**config.mk**
```make
export PLATFORM = sky130hd
export DESIGN_NAME = sync_serial_spi_port
export DESIGN_NICKNAME = d
export VERILOG_FILES = /design/src/spi_port_pkg.sv /design/src/sync_serial_spi_port.sv /design/src/pin_sync.sv /design/src/rate_divider.sv
export VERILOG_INCLUDE_DIRS = /design/src
export SDC_FILE = /design/constraint.sdc
export NUM_CORES = 1
export LEC_CHECK = 0
export ABC_AREA = 1
export CORE_MARGIN = 2
export CORE_UTILIZATION = 65
export DETAILED_ROUTE_END_ITERATION = 8
export DONT_BUFFER_PORTS = 1
export GPL_TIMING_DRIVEN = 1
export PLACE_DENSITY = 0.81
export SYNTH_ARGS = -nofsm -noshare
export SYNTH_HDL_FRONTEND = slang
export SYNTH_SLANG_ARGS = --single-unit
export TNS_END_PERCENT = 5
```
**constraint.sdc**
```tcl
create_clock -name clk_i -period 3.7 [get_ports clk_i]
set_input_delay 0.37 -clock clk_i [delete_from_list [all_inputs] [get_ports clk_i]]
set_output_delay 0.37 -clock clk_i [all_outputs]
set_load 0.03 [all_outputs]
```
**src/spi_port_defines.svh**
```systemverilog
// Register map, field positions, reset values and timing counts
// Assumes inclusion by bare name from the serial port design files
`ifndef SPI_PORT_DEFINES_SVH
`define SPI_PORT_DEFINES_SVH

// ----------------------------------------------------------------
// Register addresses
// ----------------------------------------------------------------
`define ADDR_DATA_BUF   3'h0
`define ADDR_CONTROL    3'h1
`define ADDR_STATUS     3'h2
`define ADDR_IRQ_FLAGS  3'h3
`define ADDR_IRQ_EN     3'h4
`define ADDR_PORTA_DIR  3'h5
`define ADDR_PIN_DIR    3'h6

// ----------------------------------------------------------------
// Field positions
// ----------------------------------------------------------------
`define CTRL_WRITE_COLLISION       7
`define CTRL_OVF        6
`define CTRL_EN         5
`define CTRL_CKP        4
`define STAT_SMP        7
`define STAT_CKE        6
`define STAT_BF         0
`define IRQ_PORT_BIT    3
`define PORTA_SEL_BIT   5
`define PIN_SDO_BIT     0

// ----------------------------------------------------------------
// Mode codes and reset values
// ----------------------------------------------------------------
`define MODE_SLAVE_SEL  4'h4
`define MODE_SLAVE_FREE 4'h5
`define CTRL_RESET      8'h00
`define PORTA_DIR_RESET 6'h3f
`define PIN_DIR_RESET   1'b1

// ----------------------------------------------------------------
// Timing: master half period is HALF_BASE << (2 * rate code)
// ----------------------------------------------------------------
`define HALF_BASE       8'h02
`define BITS_PER_BYTE   4'h8

`endif

```
**src/spi_port_pkg.sv**
```systemverilog
// Types shared by the serial port design files
// Assumes nothing beyond a SystemVerilog compiler
package spi_port_pkg;

  typedef enum logic {
    ph_idle,
    ph_busy
  } phase_t;

  typedef struct packed {
    logic [7:0] ctrl;
    logic [1:0] cfg;
    logic       bf;
    logic       irq_flag;
    logic       irq_en;
    logic [5:0] porta_dir;
    logic       sdo_dir;
    logic [7:0] rx_buf;
    logic [7:0] shreg;
    logic       rx_bit;
    logic       out_bit;
    logic [3:0] bit_cnt;
    logic       sck_reg;
    logic       sck_d;
    phase_t     phase;
    logic [7:0] rd_data;
  } port_state_t;

  typedef struct packed {
    logic [7:0] count;
  } div_state_t;

  typedef struct packed {
    logic [2:0] s1;
    logic [2:0] s2;
  } sync_state_t;

endpackage

```
**src/sync_serial_spi_port.sv**
```systemverilog
// Serial peripheral interface port: shift register, receive buffer,
// master clock generation, slave select and interrupt flag
// Assumes a single clk_i domain; serial pins are asynchronous inputs
`timescale 1ns/1ps
`include "spi_port_defines.svh"

// Notes on behaviour
// - select pin used only in select mode, input
// - select low enables shifting and data drive
// - select high releases data out at once
// - select low again resumes at same bit
// - data out pin as input never drives
// - eight bits out and in per byte
// - mode from control and top status bits
// - master drives clock, slave takes clock
// - most significant bit first both ways
// - full byte copies, sets full and flag
// - received byte double buffered
// - write while shifting dropped, collision set
// - buffer read clears full bit
// - shift register reached only via buffer
module sync_serial_spi_port (
  input  wire logic       clk_i,
  input  wire logic       reset_i,
  input  wire logic [2:0] addr_i,
  input  wire logic [7:0] wr_data_i,
  input  wire logic       wr_i,
  input  wire logic       rd_i,
  output logic      [7:0] rd_data_o,
  output logic            irq_o,
  input  wire logic       sck_i,
  output logic            sck_o,
  output logic            sck_oe_n_o,
  input  wire logic       sdi_i,
  output logic            sdo_o,
  output logic            sdo_oe_n_o,
  input  wire logic       ss_n_i
);
  import spi_port_pkg::*;

  spi_port_pkg::port_state_t cur;
  spi_port_pkg::port_state_t nxt;

  logic [2:0] pins_s;
  logic       sck_s;
  logic       sdi_s;
  logic       ss_s;
  logic       enabled;
  logic       master;
  logic       ckp;
  logic       cke;
  logic       sel_on;
  logic       ss_block;
  logic       busy;
  logic       half_pulse;
  logic       lead_ev;
  logic       trail_ev;
  logic       done;
  logic       wr_buf;
  logic       rd_buf;
  logic       start;
  logic [7:0] shift_in;

  // ----------------------------------------------------------------
  // Pin synchronisers and master clock divider
  // ----------------------------------------------------------------
  pin_sync u_sync (
    .clk_i   (clk_i),
    .reset_i (reset_i),
    .pins_i  ({ss_n_i, sdi_i, sck_i}),
    .pins_o  (pins_s)
  );

  assign sck_s = pins_s[0];
  assign sdi_s = pins_s[1];
  assign ss_s  = pins_s[2];

  rate_divider u_div (
    .clk_i   (clk_i),
    .reset_i (reset_i),
    .run_i   (master && enabled && cur.phase == ph_busy),
    .rate_i  (cur.ctrl[1:0]),
    .pulse_o (half_pulse)
  );

  // ----------------------------------------------------------------
  // Mode decode
  // ----------------------------------------------------------------
  always_comb begin
    enabled  = cur.ctrl[`CTRL_EN];
    ckp      = cur.ctrl[`CTRL_CKP];
    cke      = cur.cfg[0];
    master   = cur.ctrl[3:0] < `MODE_SLAVE_SEL;
    sel_on   = cur.ctrl[3:0] == `MODE_SLAVE_SEL
               && cur.porta_dir[`PORTA_SEL_BIT];
    ss_block = sel_on && ss_s;
    busy     = master ? (cur.phase == ph_busy)
                      : (cur.bit_cnt != 4'h0);
    wr_buf   = wr_i && addr_i == `ADDR_DATA_BUF;
    rd_buf   = rd_i && addr_i == `ADDR_DATA_BUF;
    start    = wr_buf && !busy;
  end

  // ----------------------------------------------------------------
  // Serial clock edges: generated in master, sampled in slave
  // ----------------------------------------------------------------
  always_comb begin
    lead_ev  = 1'b0;
    trail_ev = 1'b0;
    if (enabled && master && half_pulse) begin
      lead_ev  = cur.sck_reg == ckp;
      trail_ev = cur.sck_reg != ckp;
    end else if (enabled && !master && !ss_block) begin
      lead_ev  = cur.sck_d == ckp && sck_s != ckp;
      trail_ev = cur.sck_d != ckp && sck_s == ckp;
    end
    // Trailing edge of the eighth bit closes the byte
    done     = trail_ev && cur.bit_cnt == `BITS_PER_BYTE - 4'h1;
    shift_in = {cur.shreg[6:0], cke ? cur.rx_bit : sdi_s};
  end

  // ----------------------------------------------------------------
  // Next state
  // ----------------------------------------------------------------
  always_comb begin
    nxt         = cur;
    nxt.sck_d   = sck_s;
    nxt.rd_data = 8'h00;

    // Register writes
    if (wr_i) begin
      case (addr_i)
        `ADDR_CONTROL: begin
          nxt.ctrl[5:0] = wr_data_i[5:0];
          // Status flags only clear on a written zero
          if (!wr_data_i[`CTRL_WRITE_COLLISION]) begin
            nxt.ctrl[`CTRL_WRITE_COLLISION] = 1'b0;
          end
          if (!wr_data_i[`CTRL_OVF]) begin
            nxt.ctrl[`CTRL_OVF] = 1'b0;
          end
        end
        `ADDR_STATUS: begin
          nxt.cfg = wr_data_i[`STAT_SMP:`STAT_CKE];
        end
        `ADDR_IRQ_FLAGS: begin
          if (wr_data_i[`IRQ_PORT_BIT]) begin
            nxt.irq_flag = 1'b0;
          end
        end
        `ADDR_IRQ_EN: begin
          nxt.irq_en = wr_data_i[`IRQ_PORT_BIT];
        end
        `ADDR_PORTA_DIR: begin
          nxt.porta_dir = wr_data_i[5:0];
        end
        `ADDR_PIN_DIR: begin
          nxt.sdo_dir = wr_data_i[`PIN_SDO_BIT];
        end
        default: begin
        end
      endcase
    end

    // Data buffer write: load when idle, drop when shifting
    if (wr_buf) begin
      if (busy) begin
        nxt.ctrl[`CTRL_WRITE_COLLISION] = 1'b1;
      end else begin
        nxt.shreg   = wr_data_i;
        nxt.bit_cnt = 4'h0;
        nxt.sck_reg = ckp;
        if (cke) begin
          nxt.out_bit = wr_data_i[7];
        end
        if (master && enabled) begin
          nxt.phase = ph_busy;
        end
      end
    end

    // Register reads, answered in the next cycle
    if (rd_i) begin
      case (addr_i)
        `ADDR_DATA_BUF:  nxt.rd_data = cur.rx_buf;
        `ADDR_CONTROL:   nxt.rd_data = cur.ctrl;
        `ADDR_STATUS:    nxt.rd_data = {cur.cfg, 5'h00, cur.bf};
        `ADDR_IRQ_FLAGS: nxt.rd_data = {4'h0, cur.irq_flag, 3'h0};
        `ADDR_IRQ_EN:    nxt.rd_data = {4'h0, cur.irq_en, 3'h0};
        `ADDR_PORTA_DIR: nxt.rd_data = {2'h0, cur.porta_dir};
        `ADDR_PIN_DIR:   nxt.rd_data = {7'h00, cur.sdo_dir};
        default:         nxt.rd_data = 8'h00;
      endcase
    end
    if (rd_buf) begin
      nxt.bf = 1'b0;
    end

    // Shifting
    if (enabled && master && half_pulse) begin
      nxt.sck_reg = !cur.sck_reg;
    end
    if (lead_ev) begin
      if (cke) begin
        nxt.rx_bit = sdi_s;
      end else begin
        nxt.out_bit = cur.shreg[7];
      end
    end
    if (trail_ev) begin
      nxt.shreg   = shift_in;
      nxt.bit_cnt = cur.bit_cnt + 4'h1;
      if (cke) begin
        nxt.out_bit = cur.shreg[6];
      end
    end
    if (done) begin
      // Receive buffer decouples software from the shifter
      nxt.rx_buf   = shift_in;
      nxt.bit_cnt  = 4'h0;
      nxt.phase    = ph_idle;
      nxt.bf       = 1'b1;
      nxt.irq_flag = 1'b1;
      if (cur.bf && !rd_buf) begin
        nxt.ctrl[`CTRL_OVF] = 1'b1;
      end
    end

    // Disabling the port abandons any partial byte
    if (!nxt.ctrl[`CTRL_EN]) begin
      nxt.bit_cnt = 4'h0;
      nxt.phase   = ph_idle;
      nxt.sck_reg = nxt.ctrl[`CTRL_CKP];
    end
  end

  // ----------------------------------------------------------------
  // State register
  // ----------------------------------------------------------------
  always_ff @(posedge clk_i) begin
    if (reset_i) begin
      cur           <= '0;
      cur.ctrl      <= `CTRL_RESET;
      cur.porta_dir <= `PORTA_DIR_RESET;
      cur.sdo_dir   <= `PIN_DIR_RESET;
      cur.phase     <= ph_idle;
    end else begin
      cur <= nxt;
    end
  end

  // ----------------------------------------------------------------
  // Outputs
  // ----------------------------------------------------------------
  assign rd_data_o  = cur.rd_data;
  assign irq_o      = cur.irq_flag && cur.irq_en;
  assign sck_o      = cur.sck_reg;
  assign sck_oe_n_o = !(enabled && master);
  assign sdo_o      = cur.out_bit;
  // Released while disabled, set as input, or deselected
  assign sdo_oe_n_o = !(enabled && !cur.sdo_dir && !ss_block);
endmodule

```
**src/pin_sync.sv**
```systemverilog
// Two flip-flop synchronisers for the serial pins
// Assumes pins are asynchronous to clk_i
`timescale 1ns/1ps
module pin_sync (
  input  wire logic       clk_i,
  input  wire logic       reset_i,
  input  wire logic [2:0] pins_i,
  output logic      [2:0] pins_o
);
  import spi_port_pkg::*;

  spi_port_pkg::sync_state_t cur;
  spi_port_pkg::sync_state_t nxt;

  always_comb begin
    nxt    = cur;
    nxt.s1 = pins_i;
    nxt.s2 = cur.s1;
  end

  always_ff @(posedge clk_i) begin
    if (reset_i) begin
      cur <= '0;
    end else begin
      cur <= nxt;
    end
  end

  assign pins_o = cur.s2;
endmodule

```
**src/rate_divider.sv**
```systemverilog
// Half period enable pulse for the master serial clock
// Assumes run_i stays high for the whole byte
`timescale 1ns/1ps
`include "spi_port_defines.svh"
module rate_divider (
  input  wire logic       clk_i,
  input  wire logic       reset_i,
  input  wire logic       run_i,
  input  wire logic [1:0] rate_i,
  output logic            pulse_o
);
  import spi_port_pkg::*;

  spi_port_pkg::div_state_t cur;
  spi_port_pkg::div_state_t nxt;
  logic [7:0] half;

  always_comb begin
    half = `HALF_BASE << {rate_i, 1'b0};
    nxt  = cur;
    if (!run_i || cur.count == half - 8'h01) begin
      nxt.count = 8'h00;
    end else begin
      nxt.count = cur.count + 8'h01;
    end
  end

  always_ff @(posedge clk_i) begin
    if (reset_i) begin
      cur <= '0;
    end else begin
      cur <= nxt;
    end
  end

  assign pulse_o = run_i && (cur.count == half - 8'h01);
endmodule

```
## After elaboration in Yosys (flattened, before gate mapping)

Index checks and enable logic that the tools add are counted.

- Flip-flop bits (word level): 67
- Latch bits: 0
- RAM bits: 0
- ROM bits: 0
- Bits of input ports: 18
- Output and inout bits: 13
- Word-level logic and storage cells: 128
- Memories kept: 0

- Add/sub/neg operators: 3
- Multiply operators: 0
- Divide/modulo/power cells: 0
- Magnitude comparators: 1
- Equality and inequality tests: 18
- Shift-type cells: 1
- Muxes and demuxes: 36
- Bitwise gates (word level): 3
- Reductions and logical operators: 46

Operator list:

| kind | count |
|---|---|
| case mux 8 bit (7 select lines) | 1 |
| two-way mux 8 bit | 4 |
| two-way mux 1 bit | 23 |
| two-way mux 6 bit | 3 |
| logical AND 1 bit | 17 |
| AND reduction 2 bit | 8 |
| two-way mux 10 bit | 1 |
| nonzero test 2 bit | 5 |
| == test 3 bit, second input constant | 3 |
| two-way mux 9 bit | 1 |
| adder 8 x 1 -> 8 bit, second input constant | 1 |
| == test 4 x 3 -> 1 bit, second input constant | 2 |
| == test 8 bit | 1 |
| zero test 1 bit | 8 |
| << shifter 2 x 3 -> 8 bit, first input constant | 1 |
| subtractor 8 x 1 -> 8 bit, second input constant | 1 |
| == test 3 x 2 -> 1 bit, second input constant | 2 |
| AND reduction 3 bit | 2 |
| two-way mux 5 bit | 1 |
| adder 4 x 1 -> 4 bit, second input constant | 1 |
| less-than comparator 4 x 3 -> 1 bit, second input constant | 1 |
| two-way mux 2 bit | 2 |
| nonzero test 4 bit | 1 |
| OR reduction 2 bit | 2 |
| 10 further kinds | 16 |

## Longest topological paths before layout

Gate-level depths: netlist of run 1.

- Depth after elaboration: 10
- Depth in mapped cells: 13
- Gate-level depth less buffers: 13

## Hierarchy

A second synthesis of run 1 with hierarchy kept.

- Cells, all modules: 432
- Area total of the unflattened synthesis: 3224.3 um^2

By module, submodules not included:

| module | instances | cells each | area an instance (um^2) | seq. area each (um^2) |
|---|---|---|---|---|
| sync_serial_spi_port | 1 | 338 | 2526.2 | 1061.0 |
| rate_divider | 1 | 73 | 510.5 | 160.2 |
| pin_sync | 1 | 21 | 187.7 | 120.1 |

## Least setup slack after synthesis of run 1

No wires, ideal clock.

- Path kind: flip-flop to flip-flop
- Start point: register cur[45] (netlist bit)
- End point: register cur[24] (netlist bit)
- Library setup time: 0.128 ns
- Arrival time: 1.729 ns
- Required time: 3.572 ns
- Path slack: 1.843 ns
- Cell stages (with the launch flop): 13
- Path buffers: 1
- Clock period less this slack: 1.857 ns
- Cell sequence: dfxtp_1 nor2_2 inv_2 ha_1 nand2_1 nand3_1 nor2_2 nand4_4 buf_4 nand3b_1 nand2_1 nor2_1 nor2_1

- Cells in the longest elaborated chain, start to end: 9
- Elaborated cells between the ends (all ways): 22
- Those cells by class: add/sub (1); order compare (1); eq/ne (3); shift (1); mux (4); reduce/logical (12)

Ends and longest elaborated chain:

| item | line | text |
|---|---|---|
| from (decl) | sync_serial_spi_port.sv:41 | `spi_port_pkg::port_state_t cur;` |
| from (signal assigned) | sync_serial_spi_port.sv:248 | `cur <= nxt;` |
| branches (longest 9 deep; another with subtractor 8 x 1 -> 8 bit) | - |  |

Several ways; the timed one is not identified.
A chain may end at the register's enable or synchronous reset.

## Worst setup path in the final report of run 1

- Start point: register cur[45] (netlist bit)
- End point: register cur[13] (netlist bit)

- Cells in the longest elaborated chain, start to end: 9
- Elaborated cells between the ends (all ways): 24
- Those cells by class: add/sub (1); order compare (1); eq/ne (3); shift (1); mux (4); reduce/logical (14)

Ends and longest elaborated chain:

| item |
|---|
| branches (longest 9 deep; another with subtractor 8 x 1 -> 8 bit) |

Several ways; the timed one is not identified.

==> results of run 1 <==
-- path summary, 6_finish.rpt --
check	slack, ns	startpoint	cells past startpoint	endpoint
setup / recovery	1.37	cur[45]	11	cur[13]
setup reg to reg	1.37	cur[45]	11	cur[13]
hold reg to reg	0.40	u_sync.cur[5]	2	u_sync.pins_o[2]
hold / removal	0.08	reset_i	1	cur[52]
-- layer usage --
metal  vias to the layer above  GRT usage, %  wire length (microns)
met5                         -             0                      0
met4                         0          11.5                    203
met3                        19          8.50                    540
met2                       111          43.4                   3170
met1                      1233          36.0                   3030
li1                       1353             -                      -
-- power groups by stage --
stage	combinational [mW]	sequential (mW)	clock, mW
after CTS	0.0746	0.750	0.759
after floorplan	0.0694	0.760	0
after global routing	0.0835	0.752	0.794
after global placement	0.0719	0.766	0
after detailed placement	0.0737	0.767	0
final	0.0753	0.750	0.756
-- cells by family after synthesis --
group / share of synthesized area, %
AO/OA/AOI/OAI: 15.5
adder cells (fa/ha/maj): 1.60
XOR/XNOR: 1.68
buffers and inverters: 11.0
multiplexers: 0.319
AND/OR/NAND/NOR: 27.1
flip-flops: 42.8
-- stage by stage --
stage          std cells  hold slack (ns)  cell area (sq um)  util [%]  total power [mW]
2_1_floorplan        425            0.388               3130         -             0.830
3_3_place_gp         458            0.389               3060      65.3             0.838
3_5_place_dp         458            0.396               3060      65.3             0.841
4_1_cts              474           0.0753               3310      70.6              1.58
5_1_grt              474           0.0720               3310      70.6              1.63
6_report             474           0.0786               3310      70.6              1.58
-- state kept, by name (all words and copies together), names as in the netlist --
register	cells
u_sync.pins_o	3
u_div.cur	8
u_sync.cur	3
rd_data_o	8
ckp	1
cke	1
sdo_o	1
sck_o	1
cur	41
-- cell usage in the layout (no fill, tap or decap), types with 3 or more instances in the layout --
master,synthesis,final
sky130_fd_sc_hd__o211ai_1,7,7
sky130_fd_sc_hd__nand2_1,81,81
sky130_fd_sc_hd__nor3_1,5,5
sky130_fd_sc_hd__clkbuf_8,0,10
sky130_fd_sc_hd__nand4_1,4,4
sky130_fd_sc_hd__nand3_1,31,31
sky130_fd_sc_hd__dfxtp_1,67,67
sky130_fd_sc_hd__a221oi_1,4,4
sky130_fd_sc_hd__o21ai_0,24,24
sky130_fd_sc_hd__inv_2,4,4
sky130_fd_sc_hd__xor2_1,4,4
sky130_fd_sc_hd__o21ai_1,4,4
sky130_fd_sc_hd__nand2_2,4,4
sky130_fd_sc_hd__bufinv_16,0,3
sky130_fd_sc_hd__nor2_1,50,50
sky130_fd_sc_hd__ha_1,4,4
sky130_fd_sc_hd__nor2_2,5,5
sky130_fd_sc_hd__a21oi_1,34,34
sky130_fd_sc_hd__inv_1,49,49
-- area by class of cell --
class / instances / area share (%)
Timing Repair Buffer: 1 / 0.227
Tap cell: 54 / 2.04
Multi-Input combinational cell: 283 / 43.7
Clock inverter: 6 / 3.40
Sequential cell: 67 / 40.5
Inverter: 53 / 6.00
Clock buffer: 10 / 4.15
-- worst register-to-register path: stages, from the launching register on --
cell                      delay [ns]
sky130_fd_sc_hd__dfxtp_1        0.36
sky130_fd_sc_hd__nor2_2         0.18
sky130_fd_sc_hd__inv_2          0.05
sky130_fd_sc_hd__ha_1           0.31
sky130_fd_sc_hd__nand2_1        0.07
sky130_fd_sc_hd__nand3_1        0.08
sky130_fd_sc_hd__nor2_2         0.22
sky130_fd_sc_hd__nand4_4        0.26
sky130_fd_sc_hd__nand2_4        0.28
sky130_fd_sc_hd__nand2_2        0.19
sky130_fd_sc_hd__nand2_2        0.16
sky130_fd_sc_hd__a21oi_1        0.05
==> qor.tcl, run 1 <==
set qor(result_of_the_run) {complete, no violations}
set qor(post_synth_inst_count) 425
set qor(via_per_inst) 5.73
set qor(synthFlopType) {sky130_fd_sc_hd__dfxtp_1}
set qor(grt_first_pass_wirelength_microns) 11300
set qor(first_pass_iters) 5
set qor(synth.distinct_cells) 38
set qor(cts_repair_resize_count) 0
set qor(wl_per_cell_microns) 14.7
set qor(timing.clock.skew_ns) 0.0104
set qor(netlist_top_cells_area) {sky130_fd_sc_hd__dfxtp_1, sky130_fd_sc_hd__nand2_1, sky130_fd_sc_hd__nor2_1}
set qor(synthDominantAreaCellType) {sky130_fd_sc_hd__dfxtp_1}
set qor(detailedRoute.firstIterationViolations) 244
set qor(cp-start-kind) {register}
set qor(layout.nets) 437
set qor(htree_levels) 3
set qor(die_w_microns) 73.4
set qor(kind_of_cell_adding_the_most_delay_to_the_critical_path) {simple AND/OR/NAND/NOR gates}
set qor(timing_worst_slew_pin_value_ns) 0.672
set qor(postSynthNetCount) 447
set qor(setup_ws_ns) 1.37
set qor(power_switching_uw) 357
set qor(synth_seq_area_share_pct) 42.8
set qor(asyncSetResetFlopFracSynth_pct) 0
set qor(antenna_violation_net_count_after_detailed_routing) 0
set qor(detailedPlace.worstSlack_ns) 1.39
set qor(die-area_sq_mm) 0.00539
set qor(power.sequential.fraction_pct) 47.4
set qor(worstPathCellList) {nor2_2 > inv_2 > ha_1 > nand2_1 > nand3_1 > nor2_2 > nand4_4 > nand2_4 > nand2_2 > nand2_2 > a21oi_1}
set qor(synth_enable_flop_cells) 0
set qor(post_synthesis_to_final_layout_area_growth_pct) 5.71
set qor(postCtsSetupBuffers) 0
set qor(initial_antenna_violation_count) 0
set qor(combinationalPowerShare_pct) 4.8
set qor(clock-sinks) 67
set qor(grt_setup_unrepaired) {false}
set qor(power_leakage_nw) 1.38
set qor(final_hold_viol_count) 0
set qor(required_ns) 3.94
set qor(start_util_pct) 66.8
set qor(post-synth-top-area-fraction_pct) 42.8
set qor(critical_path.slowest_cell) {sky130_fd_sc_hd__dfxtp_1}
set qor(setup.worst_path.class) {reg -> reg}
set qor(powerDensity_mw_per_mm2) 477
set qor(synth_seq_cells) 67
set qor(groute.usage.overall_pct) 27.9
set qor(timing.critical_path.buf_inv) 1
set qor(num_antenna_cells) 0
set qor(cts_buffer_depth) 2
set qor(cts_root_buffer) {sky130_fd_sc_hd__clkbuf_8}
set qor(setup_total_negative_slack_ns) 0
set qor(slew-limit-headroom_pct) 55.1
set qor(cp_data_arrival_time_ns) 2.56
set qor(worst_setup_hold_path_clk_slew_ns) 0.08
set qor(worst_hold_path_type) {in -> reg}
set qor(first_global_vias) 2448
set qor(detailedPlacementHpwl_microns) 5010
set qor(gp_routability_congestion) 0.871
set qor(number_of_slew_limit_violations_in_the_final_report) 0
set qor(power.internal_mw) 1.22
set qor(inserted_clock_buffers) 9
set qor(register_area_sq_mm) 0.00134
set qor(top_level_ports) 31
set qor(timing.final.crit_period_ns) 2.33
set qor(portBuffers) 0
set qor(worst_setup_path_end_kind) {register}
set qor(die-height_microns) 73.4
set qor(critical-path-max-stage-delay_ns) 0.36
set qor(multi_input_comb_area_sq_mm) 0.00145
set qor(ys_top_cells_by_count) {sky130_fd_sc_hd__nand2_1, sky130_fd_sc_hd__dfxtp_1, sky130_fd_sc_hd__nor2_1, sky130_fd_sc_hd__inv_1, sky130_fd_sc_hd__a21oi_1}
set qor(total_number_of_vias) 2716
set qor(clockPowerShare_pct) 47.8
set qor(wl_microns) 6950
set qor(remaining_drc_errors) 0
set qor(maximum_number_of_pins_on_one_net_before_global_route_repair) 26
set qor(ys.warnings.count) 0
set qor(filler_cell_count) 371
set qor(max_cap_viol_count) 0
set qor(power.switching_fraction_pct) 22.6
set qor(worst-path-max-fanout) 23
set qor(std_cell_rows) 25
set qor(core_region_area_sq_mm) 0.00469
set qor(clkLatencyLatePin_ns) 0.36
set qor(setup-violations-final) 0
set qor(max-vdd-ir-drop_uv) 341
set qor(grt_remaining_overflow) 0
set qor(max_freq_ghz) 0.430
set qor(post_route_clock_period_utilization_pct) 62.9
set qor(final_layout_size_suffix_gt1_share_pct) 8.81
set qor(cts.hold.buffers_added) 0
set qor(synth.most_common_cell) {sky130_fd_sc_hd__nand2_1}
set qor(cts_tree) {built}
set qor(syn_avg_cell_area_sq_um) 7.37
set qor(post_synth_instance_area_sq_mm) 0.00313
Note: power is estimated with default switching activity, not from simulation.
==> inputs of run 2 (changes only) <==
--- a/config.mk
+++ b/config.mk
@@ -6,13 +6,13 @@
 export SDC_FILE = /design/constraint.sdc
 export NUM_CORES = 1
 export LEC_CHECK = 0
-export ABC_AREA = 1
+export ABC_AREA = 0
 export CORE_MARGIN = 2
-export CORE_UTILIZATION = 65
+export CORE_UTILIZATION = 63
 export DETAILED_ROUTE_END_ITERATION = 8
 export DONT_BUFFER_PORTS = 1
 export GPL_TIMING_DRIVEN = 1
-export PLACE_DENSITY = 0.81
+export PLACE_DENSITY = 0.79
 export SYNTH_ARGS = -nofsm -noshare
 export SYNTH_HDL_FRONTEND = slang
 export SYNTH_SLANG_ARGS = --single-unit
==> constraint.sdc (replaced) <==
create_clock -name clk_i -period 2.4 [get_ports clk_i]
set_input_delay 0.24 -clock clk_i [delete_from_list [all_inputs] [get_ports clk_i]]
set_output_delay 0.24 -clock clk_i [all_outputs]
set_load 0.03 [all_outputs]
==> run 2 against run 1 <==
Compared with the run above: worst setup slack lost 1.3 ns; critical path depth shrank 3; wire length grew 2.4%; largest power group is now registers; critical endpoint unchanged; highest routed layer unchanged.
==> qor.tcl, run 2 <==
set qor(slew-limit-headroom_pct) 48.1
set qor(top_level_ports) 31
set qor(cp-start-kind) {register}
set qor(max-vdd-ir-drop_uv) 551
set qor(timing_worst_slew_pin_value_ns) 0.777
set qor(powerDensity_mw_per_mm2) 585
set qor(asyncSetResetFlopFracSynth_pct) 0
set qor(start_util_pct) 66.1
set qor(finalPower_mw) 2.07
set qor(r2r-end) {cur[13]}
set qor(num_antenna_cells) 0
set qor(die-area_sq_mm) 0.00560
set qor(post-synth-top-area-fraction_pct) 42.4
set qor(remaining_drc_errors) 0
set qor(ys_top_cells_by_count) {sky130_fd_sc_hd__dfxtp_1, sky130_fd_sc_hd__nor2_1, sky130_fd_sc_hd__mux2i_1, sky130_fd_sc_hd__nand2_1, sky130_fd_sc_hd__nor2b_1}
set qor(grt_remaining_overflow) 0
set qor(layout.nets) 383
set qor(worst_setup_hold_path_clk_slew_ns) 0.07
set qor(cts_tree) {built}
set qor(timing.clock.skew_ns) 0.0103
set qor(reg2reg_launch_point) {cur[46]}
set qor(core_region_area_sq_mm) 0.00479
set qor(initial_antenna_violation_count) 0
set qor(largest-register) {cur}
set qor(via_per_inst) 5.86
set qor(detailedRoute.firstIterationViolations) 140
set qor(die-height_microns) 74.8
set qor(critPathCapture) {cur[13]}
set qor(required_ns) 2.64
set qor(groute.usage.overall_pct) 26.6
set qor(post_synthesis_to_final_layout_area_growth_pct) 11.9
set qor(cts_root_buffer) {sky130_fd_sc_hd__clkbuf_8}
set qor(reg2reg_depth) 8
set qor(filler_cell_count) 353
set qor(synthFlopType) {sky130_fd_sc_hd__dfxtp_1}
set qor(clock-sinks) 67
set qor(portBuffers) 0
set qor(regToRegSetupSlack_ns) 0.06
set qor(max_cap_viol_count) 0
set qor(layout_common_cells) {sky130_fd_sc_hd__dfxtp_1, sky130_fd_sc_hd__nor2_1, sky130_fd_sc_hd__mux2i_1}
set qor(final_layout_size_suffix_gt1_share_pct) 14.5
set qor(max_freq_ghz) 0.427
set qor(timing.final.crit_period_ns) 2.34
set qor(synthDominantAreaCellType) {sky130_fd_sc_hd__dfxtp_1}
set qor(synth_seq_area_share_pct) 42.4
set qor(setup.worst_path.class) {reg -> reg}
set qor(layout_commonest_cell) {sky130_fd_sc_hd__dfxtp_1}
set qor(final_hold_viol_count) 0
set qor(cp-startpoint) {cur[46]}
set qor(gp_routability_congestion) 0.864
set qor(synth_enable_flop_cells) 0
set qor(fin_cells) 432
set qor(worst_hold_path_type) {in -> reg}
set qor(synth.distinct_cells) 51
set qor(total_number_of_vias) 2531
set qor(first_global_vias) 2321
set qor(largest_register_ff_count) 41
set qor(post_synth_instance_area_sq_mm) 0.00316
set qor(die_w_microns) 74.8
set qor(syn_avg_cell_area_sq_um) 8.86
set qor(maximum_number_of_pins_on_one_net_before_global_route_repair) 46
set qor(utilization_pct) 73.9
set qor(power_leakage_nw) 1.39
set qor(postSynthNetCount) 379
set qor(fin_hold_ws_ns) 0.0154
set qor(wl_microns) 7120
set qor(clkLatencyLatePin_ns) 0.34
set qor(worst_setup_path_end_kind) {register}
set qor(number_of_slew_limit_violations_in_the_final_report) 0
set qor(result_of_the_run) {complete, no violations}
set qor(ys.warnings.count) 0
set qor(netlist_top_cells_area) {sky130_fd_sc_hd__dfxtp_1, sky130_fd_sc_hd__mux2i_1, sky130_fd_sc_hd__nor2_1}
set qor(worst-path-max-fanout) 4
set qor(inserted_clock_buffers) 9
set qor(cts_buffer_depth) 2
set qor(cp_data_arrival_time_ns) 2.58
set qor(synth.most_common_cell) {sky130_fd_sc_hd__dfxtp_1}
set qor(htree_levels) 3
set qor(detailedPlacementHpwl_microns) 4900
set qor(grt_first_pass_wirelength_microns) 11000
set qor(antenna_violation_net_count_after_detailed_routing) 0
set qor(wl_per_cell_microns) 16.5
set qor(synth_seq_cells) 67
set qor(post_route_clock_period_utilization_pct) 97.5
set qor(placedCellCount) 410
set qor(first_pass_iters) 4
set qor(setup-violations-final) 0
set qor(std_cell_rows) 25
set qor(holdCritStartpoint) {wr_data_i[2]}
set qor(post_synth_inst_count) 357
## run 2: cell types whose count changed in the layout (fill, tap and decap cells not counted), moves of 6 or more
cell	before	now
sky130_fd_sc_hd__nand2b_1	0	7
sky130_fd_sc_hd__mux2i_1	1	31
sky130_fd_sc_hd__inv_1	49	6
sky130_fd_sc_hd__nand2_1	81	26
sky130_fd_sc_hd__nand3_1	31	14
sky130_fd_sc_hd__o21ai_0	24	9
sky130_fd_sc_hd__nor2b_1	0	21
sky130_fd_sc_hd__a21oi_1	34	15
sky130_fd_sc_hd__buf_4	1	16
sky130_fd_sc_hd__a311oi_1	0	8
sky130_fd_sc_hd__a211o_1	0	6
## run 2: worst min-delay path by stage
stage / to / slack [ns] / cells past startpoint
2_1_floorplan: cur[50] / 0.34 / 1
3_3_place_gp: cur[45] / 0.31 / 1
3_5_place_dp: cur[9] / 0.32 / 1
4_1_cts: cur[36] / 0.003 / 1
5_1_grt: cur[37] / 0.005 / 1
6_report: cur[36] / 0.02 / 1
## run 2: through the flow
step	setup slack (ns)	area (sq um)	TNS, ns
final	0.0594	3540	0
after floorplan	0.0455	3190	0
after global routing	-0.0469	3540	-0.0469
after global placement	0.126	3230	0
after detailed placement	-0.0407	3230	-0.0407
after CTS	0.0125	3440	0
## run 2: kinds of logic after synthesis
logic type      synth area share [%]
mux                             11.4
simple gates                    23.5
xor+xnor                        2.22
flops                           42.4
buf+inv                         4.95
compound gates                  14.0
fa+ha+maj                       1.58
## run 2: report_power, final
part	total, mW	switching [mW]	leakage, nW	internal (mW)
Clock	0.804	0.413	0.0839	0.391
Combinational	0.116	0.0590	0.766	0.0567
Sequential	1.15	0.0212	0.544	1.13
## run 2: worst max-delay path: stages (launching register included)
cell and delay (ns):
sky130_fd_sc_hd__dfxtp_2 0.35, sky130_fd_sc_hd__or2_4 0.27, sky130_fd_sc_hd__ha_4 0.24, sky130_fd_sc_hd__xnor2_4 0.13, sky130_fd_sc_hd__nor4b_4 0.32, sky130_fd_sc_hd__o211a_4 0.23, sky130_fd_sc_hd__nor2_4 0.05, sky130_fd_sc_hd__mux2_4 0.33
sky130_fd_sc_hd__a2111oi_4 0.33
## run 2: routing by layer
metal | track usage [%] | share of wire [%] | wire length, microns
met5 | 0 | 0 | 0
met4 | 12.7 | 1.8 | 131
met3 | 5.35 | 6.4 | 459
met2 | 42.5 | 47 | 3350
met1 | 34.5 | 45 | 3180
## run 2: what timing repair did
item,in CTS,in global routing
hold endpoints to repair,51,0
setup buffers,0,4
resized for setup,0,12
endpoints found under the setup margin,1,3
pin swaps,1,7
hold buffers,3,0
## run 2: final cells by class
| class | instances | area (sq um) | area share (%) |
|---|---|---|---|
| Timing Repair Buffer | 20 | 171 | 4.84 |
| Multi-Input combinational cell | 257 | 1750 | 49.4 |
| Tap cell | 67 | 83.8 | 2.37 |
| Clock buffer | 10 | 138 | 3.89 |
| Sequential cell | 67 | 1340 | 38.0 |
| Inverter | 6 | 22.5 | 0.636 |
| Clock inverter | 5 | 30.0 | 0.849 |
